$ cat config.mk
export PLATFORM = sky130hd
export DESIGN_NAME = pmcwp_regs
export DESIGN_NICKNAME = d
export VERILOG_FILES = /design/src/logic/pmcwp_pkg.sv /design/src/logic/pmcwp_regs.sv
export SDC_FILE = /design/constraint.sdc
export NUM_CORES = 1
export LEC_CHECK = 0
export BUFFER_PORTS_ARGS = -buffer_cell sky130_fd_sc_hd__buf_2
export CORE_MARGIN = 4
export CORE_UTILIZATION = 47
export CTS_BUF_LIST = sky130_fd_sc_hd__clkbuf_8
export DETAILED_ROUTE_END_ITERATION = 8
export GPL_TIMING_DRIVEN = 0
export PLACE_DENSITY_LB_ADDON = 0.15
export SKIP_CTS_REPAIR_TIMING = 1
export SLEW_MARGIN = 5
export SYNTH_ARGS = -nofsm -noshare
export SYNTH_HDL_FRONTEND = slang
export SYNTH_SLANG_ARGS = --single-unit
$ cat constraint.sdc
create_clock -name clk_in -period 2.7 [get_ports clk_in]
set_input_delay 0.27 -clock clk_in [delete_from_list [all_inputs] [get_ports clk_in]]
set_output_delay 0.27 -clock clk_in [all_outputs]
set_load 0.02 [all_outputs]
$ cat src/logic/pmcwp_pkg.sv
package pmcwp_pkg;

    // command codes of the supported registers
    localparam logic [7:0] CODE_OUTPUT_CONTROL = 8'h01;
    localparam logic [7:0] CODE_ENABLE_CONFIG  = 8'h02;
    localparam logic [7:0] CODE_CLEAR_FAULTS   = 8'h03;
    localparam logic [7:0] CODE_WRITE_LOCK     = 8'h10;

    // output_control layout
    localparam int         OC_ON_BIT    = 7;
    localparam int         OC_VOS_LSB   = 2;
    localparam int         OC_VOS_W     = 4;
    localparam logic [7:0] OC_WR_MASK   = 8'hBC;
    localparam logic [7:0] OC_RESET     = 8'h00;

    // enable_source_config layout
    localparam int         CFG_CMD_BIT  = 3;
    localparam int         CFG_CPA_BIT  = 1;
    localparam logic [7:0] CFG_WR_MASK  = 8'h1E;
    localparam logic [7:0] CFG_RESET    = 8'h17;

    // write_lock layout
    localparam int         WL_ALL_BIT   = 7;
    localparam int         WL_OP_BIT    = 6;
    localparam int         WL_CFG_BIT   = 5;
    localparam logic [7:0] WL_WR_MASK   = 8'hE0;
    localparam logic [7:0] WL_RESET     = 8'h00;

    // fault flag byte; bit 1 is the communication fault
    localparam int         FLT_CML_BIT  = 1;
    localparam logic [7:0] FLT_RESET    = 8'h00;
    localparam logic [7:0] FLT_CML_MASK = 8'h02;

    // one decoded command from the link engine
    typedef struct packed {
        logic       write;
        logic [7:0] code;
        logic [7:0] data;
    } pmcwp_req_s;

endpackage : pmcwp_pkg

$ cat src/logic/pmcwp_regs.sv
`timescale 1ns/1ps
// Function
// - output control register, on bit, offset select
// - enable config register at 02, reset 17
// - clear faults command clears set flags
// - clear faults releases the alert line
// - write lock at 10, bits 7:5 only
// - bit5 locks all but lock, control, config
// - bit6 locks all but lock and control
// - bit7 locks everything except lock itself
// - clear lock bit imposes no restriction
module pmcwp_regs
    import pmcwp_pkg::*;
#(
    parameter logic [7:0] CFG_DEFAULT = CFG_RESET,
    parameter logic [7:0] WL_DEFAULT  = WL_RESET
) (
    // clock and reset
    input  wire logic       clk_in,
    input  wire logic       rst_n_in,
    // decoded command port
    input  wire logic       req_valid_in,
    input  wire pmcwp_req_s req_in,
    output logic            rd_valid_out,
    output logic [7:0]      rd_data_out,
    // fault sources, one-cycle events
    input  wire logic [7:0] fault_event_in,
    output logic [7:0]      fault_flags_out,
    // alert pin, open drain, driven low when enabled
    output logic            alert_n_o_out,
    output logic            alert_n_oe_out,
    // control to the regulator
    output logic [7:0]      output_control_out,
    output logic [7:0]      enable_config_out,
    output logic [7:0]      write_lock_out
);

    // write permission for a code under a lock setting
    function automatic logic wr_allowed(input logic [7:0] code,
                                        input logic [7:0] wl);
        logic ok;
        ok = 1'b1;
        if (wl[WL_ALL_BIT] && code != CODE_WRITE_LOCK) begin
            ok = 1'b0;
        end
        if (wl[WL_OP_BIT] && code != CODE_WRITE_LOCK
            && code != CODE_OUTPUT_CONTROL) begin
            ok = 1'b0;
        end
        if (wl[WL_CFG_BIT] && code != CODE_WRITE_LOCK
            && code != CODE_OUTPUT_CONTROL
            && code != CODE_ENABLE_CONFIG) begin
            ok = 1'b0;
        end
        return ok;
    endfunction : wr_allowed

    // code is one of the commands this block answers
    function automatic logic supported(input logic [7:0] code);
        return code == CODE_OUTPUT_CONTROL || code == CODE_ENABLE_CONFIG
            || code == CODE_CLEAR_FAULTS || code == CODE_WRITE_LOCK;
    endfunction : supported

    // register state, next values and decode strobes
    logic [7:0] oc_q, oc_d;
    logic [7:0] cfg_q, cfg_d;
    logic [7:0] wl_q, wl_d;
    logic [7:0] flt_q, flt_d;
    logic       alert_q, alert_d;
    logic       rdv_q, rdv_d;
    logic [7:0] rdd_q, rdd_d;
    logic       wr_go;
    logic       clr_go;
    logic       bad;

    // command decode and next register values
    always_comb begin
        oc_d   = oc_q;
        cfg_d  = cfg_q;
        wl_d   = wl_q;
        rdv_d  = 1'b0;
        rdd_d  = rdd_q;
        wr_go  = req_valid_in && req_in.write
                 && wr_allowed(req_in.code, wl_q);
        clr_go = wr_go && req_in.code == CODE_CLEAR_FAULTS;
        bad    = req_valid_in && (!supported(req_in.code)
                 || (req_in.write && !wr_allowed(req_in.code, wl_q)));
        if (wr_go) begin
            unique case (req_in.code)
                CODE_OUTPUT_CONTROL: oc_d  = req_in.data & OC_WR_MASK;
                CODE_ENABLE_CONFIG:  cfg_d = (cfg_q & ~CFG_WR_MASK)
                                     | (req_in.data & CFG_WR_MASK);
                CODE_WRITE_LOCK:     wl_d  = req_in.data & WL_WR_MASK;
                default: ;
            endcase
        end
        if (req_valid_in && !req_in.write && supported(req_in.code)) begin
            rdv_d = 1'b1;
            unique case (req_in.code)
                CODE_OUTPUT_CONTROL: rdd_d = oc_q;
                CODE_ENABLE_CONFIG:  rdd_d = cfg_q;
                CODE_WRITE_LOCK:     rdd_d = wl_q;
                default:             rdd_d = 8'h00;
            endcase
        end
        // a fresh event in the clearing cycle survives the clear
        flt_d = (clr_go ? FLT_RESET : flt_q) | fault_event_in
                | (bad ? FLT_CML_MASK : FLT_RESET);
        // pin follows the next flags, so it moves with the flag byte
        alert_d = |flt_d;
    end

    // state registers; lock and config start at their stored defaults
    always_ff @(posedge clk_in) begin
        if (!rst_n_in) begin
            oc_q    <= OC_RESET;
            cfg_q   <= CFG_DEFAULT;
            wl_q    <= WL_DEFAULT;
            flt_q   <= FLT_RESET;
            alert_q <= 1'b0;
            rdv_q   <= 1'b0;
            rdd_q   <= 8'h00;
        end else begin
            oc_q    <= oc_d;
            cfg_q   <= cfg_d;
            wl_q    <= wl_d;
            flt_q   <= flt_d;
            alert_q <= alert_d;
            rdv_q   <= rdv_d;
            rdd_q   <= rdd_d;
        end
    end

    // outputs straight from flops, except alert_n_o_out which is tied low
    assign output_control_out = oc_q;
    assign enable_config_out  = cfg_q;
    assign write_lock_out     = wl_q;
    assign fault_flags_out    = flt_q;
    assign alert_n_o_out      = 1'b0;   // open drain only ever pulls low
    assign alert_n_oe_out     = alert_q;
    assign rd_valid_out       = rdv_q;
    assign rd_data_out        = rdd_q;
endmodule : pmcwp_regs

==> flow_summary_export.csv, run 1 <==
group,metric,value,unit
power_and_ir_drop,pwr-share-comb,0.107,
power_and_ir_drop,intPower,0.895,mW
setup_path,cp_data_required_time,2860,ps
clock_network,htree_levels,2,
die,io-pin-count,71,
setup_path,cp-start-kind,"flop",
routing,via_count,1421,
setup_path,critPathArrivalTime,2390,ps
routing,wl_per_cell,12.7,um
die,die_x,63.8,um
layout,final_cell_mix,"56 x buf_2, 30 x dfxtp_1, 24 x nor2_1",
die,start_util,0.509,
sta,rsz0062_at_grt,"false",
power_and_ir_drop,ir_worst_vdd,441,uV
global_routing,grt_most_used_layer,"met2",
sta,skew,3.01,ps
logic_synthesis,ys_types,38,
setup_path,crit_path_top_delay_cell,"a2111oi_1",
die,rows,19,
layout,final_common_cell,"buf_2",
clock_network,cts_sinks,30,
die,dieArea,0.00407,mm^2
sta,tns,0,ps
global_routing,grt.total_usage,0.185,
layout,drive_gt1_frac,0.337,
min_path,hold_class,"in2reg",
sta,tightest_slew,782,ps
sta,slew_headroom,0.471,
power_and_ir_drop,p_switching,0.249,mW
layout,nFillCells,266,
power_and_ir_drop,clockPowerShare,0.492,
global_routing,antenna_found_initial,0,
routing,drc,0,
clock_network,clockBufferDepth,2,
global_routing,grt_use_met2,0.290,
setup_path,endpoint_kind,"flop",
sta,max_freq,0.448,GHz
logic_synthesis,yosysWarnings,0,
die,core,0.00288,mm^2
clock_network,clk_latency,280,ps
logic_synthesis,ys_seq_area_frac,0.410,
global_routing,grt_pass1_wl,6000,um
die,die_h,63.8,um
setup_path,criticalPathCategory,"reg2reg",
status,outcome,"finished, final reports clean",
logic_synthesis,synth-seq-cells,30,
clock_network,cts_tree,"done",
run,cap_violations,0,
clock_network,cts-buffers-inserted,5,
clock_network,root_buffer,"clkbuf_8",
place,io_buffers,55,
layout,fin_nets,270,
global_routing,grt-ovfl-total,0,
sta,setup_viol,0,
power_and_ir_drop,p_seq_frac,0.401,
layout,final_util,0.687,
place,dp_hpwl,2800,um
routing,routed_wl,3630,um
logic_synthesis,syn_area_per_cell,8.66,um^2
logic_synthesis,syn_inst,169,
place,place.gp.congestion,0.861,
sta,period_minus_slack,2230,ps
routing,dr.pass1.iters,4,
power_and_ir_drop,p_sw_frac,0.218,
global_routing,grt_max_degree,11,
routing,via_per_inst,4.99,
power_and_ir_drop,power_density,579,mW/mm^2
sta,drv_slew,0,
setup_path,max_stage_delay,620,ps
layout,areaGrowthSynthToFinish,35.0,%
routing,ant_nets,0,
global_routing,grt_pass1_vias,1306,
global_routing,use_met3,0.0665,
setup_path,crit_chain,"or3b_2 > a2111oi_1 > o21ai_1 > mux2i_1 > nor2_1",
setup_path,critPathMaxFanout,5,
layout,insertedDiodeCount,0,
sta,hold_violations,0,
power_and_ir_drop,p_leak,0.929,nW
logic_synthesis,syn_area,0.00146,mm^2
clock_network,clk_pin_slew,60,ps
sta,period_share,0.826,
routing,dr.first_iter.drc_count,53,
global_routing,gr-usage-met1,0.237,
==> kinds of logic after synthesis <==
family / Yosys count / share of synthesized area
DFF: 30 / 0.410
buffers and inverters: 22 / 0.0957
xor gates and xnor gates: 1 / 0.00598
muxes: 12 / 0.0821
other: 2 / 0.00513
and+or+nand+nor: 69 / 0.259
AOI/OAI and AO/OA: 33 / 0.142
==> sequential cells by signal, summed over array words and instances, names as in the netlist <==
register            flops
enable_config_out       4
rd_valid_out            1
fault_flags_out         8
write_lock_out          3
rd_data_out             8
alert_n_oe_out          1
output_control_out      5
==> worst max-delay path: cells and delay by family, from the launching register on <==
kind,cells,cell delay (ps)
mux,1,240
compound gates,2,980
flops,1,350
simple gates,2,540
==> synthesized netlist by cell type <==
library cell  instances  area, um^2
a2111oi_1             1        10.0
a21oi_1              13        65.1
a221oi_1              1        8.76
a22o_1                2        17.5
a22oi_1               3        22.5
a41oi_1               1        8.76
and2_1                1        6.26
and3_1                1        6.26
buf_2                 1        5.00
buf_4                13        97.6
buf_6                 1        11.3
clkbuf_1              6        22.5
clkinv_1              1        3.75
conb_1                2        7.51
dfxtp_1              30         601
mux2i_1              12         120
nand2_1               3        11.3
nand2b_1              5        31.3
nand3_1              11        55.1
nand3b_1              1        7.51
nand4_1               2        12.5
nand4b_1              1        8.76
nor2_1               24        90.1
nor2b_1               4        25.0
nor3_1                4        20.0
nor3b_4               1        18.8
nor4_1                4        25.0
nor4b_1               1        8.76
o211a_1               1        10.0
o211ai_1              3        22.5
o21a_1                1        7.51
o21ai_0               6        30.0
o21ai_1               1        5.00
or3_1                 1        6.26
or3b_2                2        17.5
or4_1                 2        15.0
or4b_4                1        13.8
xnor2_1               1        8.76
==> stage by stage <==
stage / power (mW) / worst slack (ps) / area, um^2 / hold WS [ps] / instances
finish: 1.14 / 469 / 1980 / 201 / 285
floorplan: 0.547 / 526 / 1510 / 342 / 180
CTS: 1.15 / 478 / 1980 / 198 / 285
global placement: 0.589 / 281 / 1830 / 456 / 277
detailed placement: 0.590 / 273 / 1830 / 461 / 277
global route: 1.19 / 236 / 1980 / 216 / 285
==> power by group through the flow <==
stage | clock, mW | sequential, mW | combinational, mW
final | 0.563 | 0.459 | 0.123
after CTS | 0.570 | 0.459 | 0.122
after global routing | 0.595 | 0.460 | 0.135
after detailed placement | 0 | 0.468 | 0.122
after global placement | 0 | 0.469 | 0.121
after floorplan | 0 | 0.479 | 0.0674
==> final cells by class <==
type | instances | area (um^2) | area share
inverter | 1 | 3.75 | 0.00190
clock inverter | 2 | 60.1 | 0.0304
clock buffer | 6 | 82.6 | 0.0418
sequential | 30 | 601 | 0.304
buffer | 21 | 136 | 0.0690
timing repair buffer | 55 | 275 | 0.139
multi-input combinational | 128 | 764 | 0.387
tap | 42 | 52.6 | 0.0266
==> routing by layer <==
metal  up-vias  wire length, um
li1        727                -
met1       628             1600
met2        61             1670
met3         5              306
met4         0               45
met5         -                0
==> final timing paths <==
path | from | cells past startpoint | slack (ps) | endpoint
max reg2reg | write_lock_out[7] | 5 | 470 | output_control_out[7]
min reg2reg | rd_data_out[1] | 2 | 470 | rd_data_out[1]
min | rst_n_in | 2 | 200 | enable_config_out[2]
max | write_lock_out[7] | 5 | 470 | output_control_out[7]
(Power assumes the default switching activity.)
==> run 2: changes to the inputs <==
==> constraint.sdc (replaced) <==
create_clock -name clk_in -period 2.2 [get_ports clk_in]
set_input_delay 0.22 -clock clk_in [delete_from_list [all_inputs] [get_ports clk_in]]
set_output_delay 0.22 -clock clk_in [all_outputs]
set_load 0.02 [all_outputs]
==> run 2 against run 1 <==
  * Hold slack worse by 49 ps
  * Sequential cell count did not move
  * Power rose by 23%
  * Final cell count is 0.70% higher
  * Routed wire length up 2.3%
  * Clock skew fell by 1.4 ps
  * Sequential share of layout area down 0.51 points
  * Largest cell class unchanged
==> flow_summary_export.csv, run 2 (synthesis gave the netlist of run 1 again) <==
group,metric,value,unit
routing,drc,0,
setup_path,criticalPathCategory,"in2reg",
setup_path,cp-start-kind,"input pin",
sta,fin_ws,97.3,ps
clock_network,cts_tree,"done",
setup_path,critPathArrivalTime,2260,ps
place,dp.cells,277,
sta,period_share,0.956,
global_routing,grt-ovfl-total,0,
global_routing,grt.total_usage,0.185,
status,outcome,"finished, final reports clean",
power_and_ir_drop,total_power,1.41,mW
clock_network,clk_latency,280,ps
die,start_util,0.509,
sta,tightest_slew,662,ps
run,cap_violations,0,
sta,skew,1.64,ps
die,dieArea,0.00407,mm^2
routing,ant_nets,0,
sta,period_minus_slack,2100,ps
clock_network,htree_levels,2,
clock_network,clockBufferDepth,2,
routing,wl_per_cell,12.9,um
setup_path,endpoint_kind,"flop",
layout,layout.cells.non_filler,287,
layout,insertedDiodeCount,0,
place,place_ws,-177,ps
sta,slew_headroom,0.556,
setup_path,max_stage_delay,540,ps
sta,setup_viol,0,
die,core,0.00288,mm^2
layout,final_cell_mix,"56 x buf_2, 30 x dfxtp_1, 24 x nor2_1",
die,die_h,63.8,um
power_and_ir_drop,ir_worst_vdd,545,uV
setup_path,critPathMaxFanout,9,
routing,dr.first_iter.drc_count,54,
sta,drv_slew,0,
die,die_x,63.8,um
routing,via_count,1449,
layout,final_util,0.699,
clock_network,clk_pin_slew,60,ps
place,io_buffers,55,
routing,dr.pass1.iters,4,
sta,max_freq,0.476,GHz
place,dp_hpwl,2800,um
die,rows,19,
global_routing,grt_pass1_vias,1306,
clock_network,cts-buffers-inserted,5,
routing,via_per_inst,5.05,
power_and_ir_drop,p_leak,0.945,nW
min_path,hold_class,"in2reg",
setup_path,cp_num_cells,8,
global_routing,grt_pass1_wl,6000,um
place,placedInstanceArea,0.00183,mm^2
setup_path,cp_data_required_time,2360,ps
layout,drive_gt1_frac,0.355,
global_routing,antenna_found_initial,0,
global_routing,grt_max_degree,11,
place,place.gp.congestion,0.861,
setup_path,cp_num_buf_inv,3,
sta,hold_violations,0,
routing,routed_wl,3710,um
setup_path,rr_worst_depth,5,
layout,areaGrowthSynthToFinish,37.3,%
setup_path,crit_top_cell,"buf_6",
layout,fin_nets,272,
die,io-pin-count,71,
clock_network,cts_sinks,30,
clock_network,root_buffer,"clkbuf_8",
layout,stdcell_area,0.00201,mm^2
setup_path,crit_family,"simple AND/OR/NAND/NOR gates",
layout,final_common_cell,"buf_2",
setup_path,crit_path_top_delay_cell,"or4_1",
power_and_ir_drop,power_density,702,mW/mm^2
setup_path,crit_chain,"buf_2 > or4_1 > buf_6 > or4b_4 > nor3b_4 > buf_6 > mux2i_2 > nor2_1",
min_path,hold_depth,2,
run 2: changes by cell type in the layout (fill, tap and decap cells not counted):
cell / before / now
a2111oi_1: 1 / 0
a2111oi_2: 0 / 1
buf_4: 13 / 14
buf_6: 1 / 2
mux2i_1: 12 / 11
mux2i_2: 0 / 1
nor4b_1: 1 / 0
nor4b_2: 0 / 1
run 2: worst register-to-register path, stage by stage, from the launching register on:
cell       delay, ps
dfxtp_1          350
or3b_2           500
a2111oi_2        470
o21ai_1          310
mux2i_1          240
nor2_1            50
run 2: report_power, final:
group          internal (mW)  switching (mW)  leakage, nW
sequential             0.555         0.00810        0.245
combinational         0.0617          0.0916        0.629
clock                  0.483           0.211       0.0714
total                   1.10           0.311        0.945
run 2: metrics by stage:
step / hold WS (ps) / TNS, ps
2_1_floorplan: 292 / 0
3_3_place_gp: 441 / -1740
3_5_place_dp: 442 / -2060
6_report: 152 / 0
4_1_cts: 148 / -66.7
5_1_grt: 166 / -8.46
run 2: cell type report:
class | count | area (um^2)
Inverter | 1 | 3.75
Sequential cell | 30 | 601
Timing Repair Buffer | 57 | 288
Clock inverter | 2 | 60.1
Multi-Input combinational cell | 128 | 779
Fill cell | 261 | 867
Buffer | 21 | 143
Clock buffer | 6 | 82.6
Tap cell | 42 | 52.6
run 2: per-layer routing:
metal  track usage  vias up  part of all wire
li1              -      736                 -
met1         0.237      652              0.45
met2         0.290       55              0.46
met3        0.0665        6             0.075
met4        0.0566        0             0.012
met5             0        -                 0
run 2: final timing paths:
kind	to	slack, ps	startpoint
max	rd_data_out[2]	100	req_in[15]
min	enable_config_out[2]	150	rst_n_in
max reg2reg	output_control_out[7]	170	write_lock_out[7]
min reg2reg	rd_data_out[6]	470	rd_data_out[6]
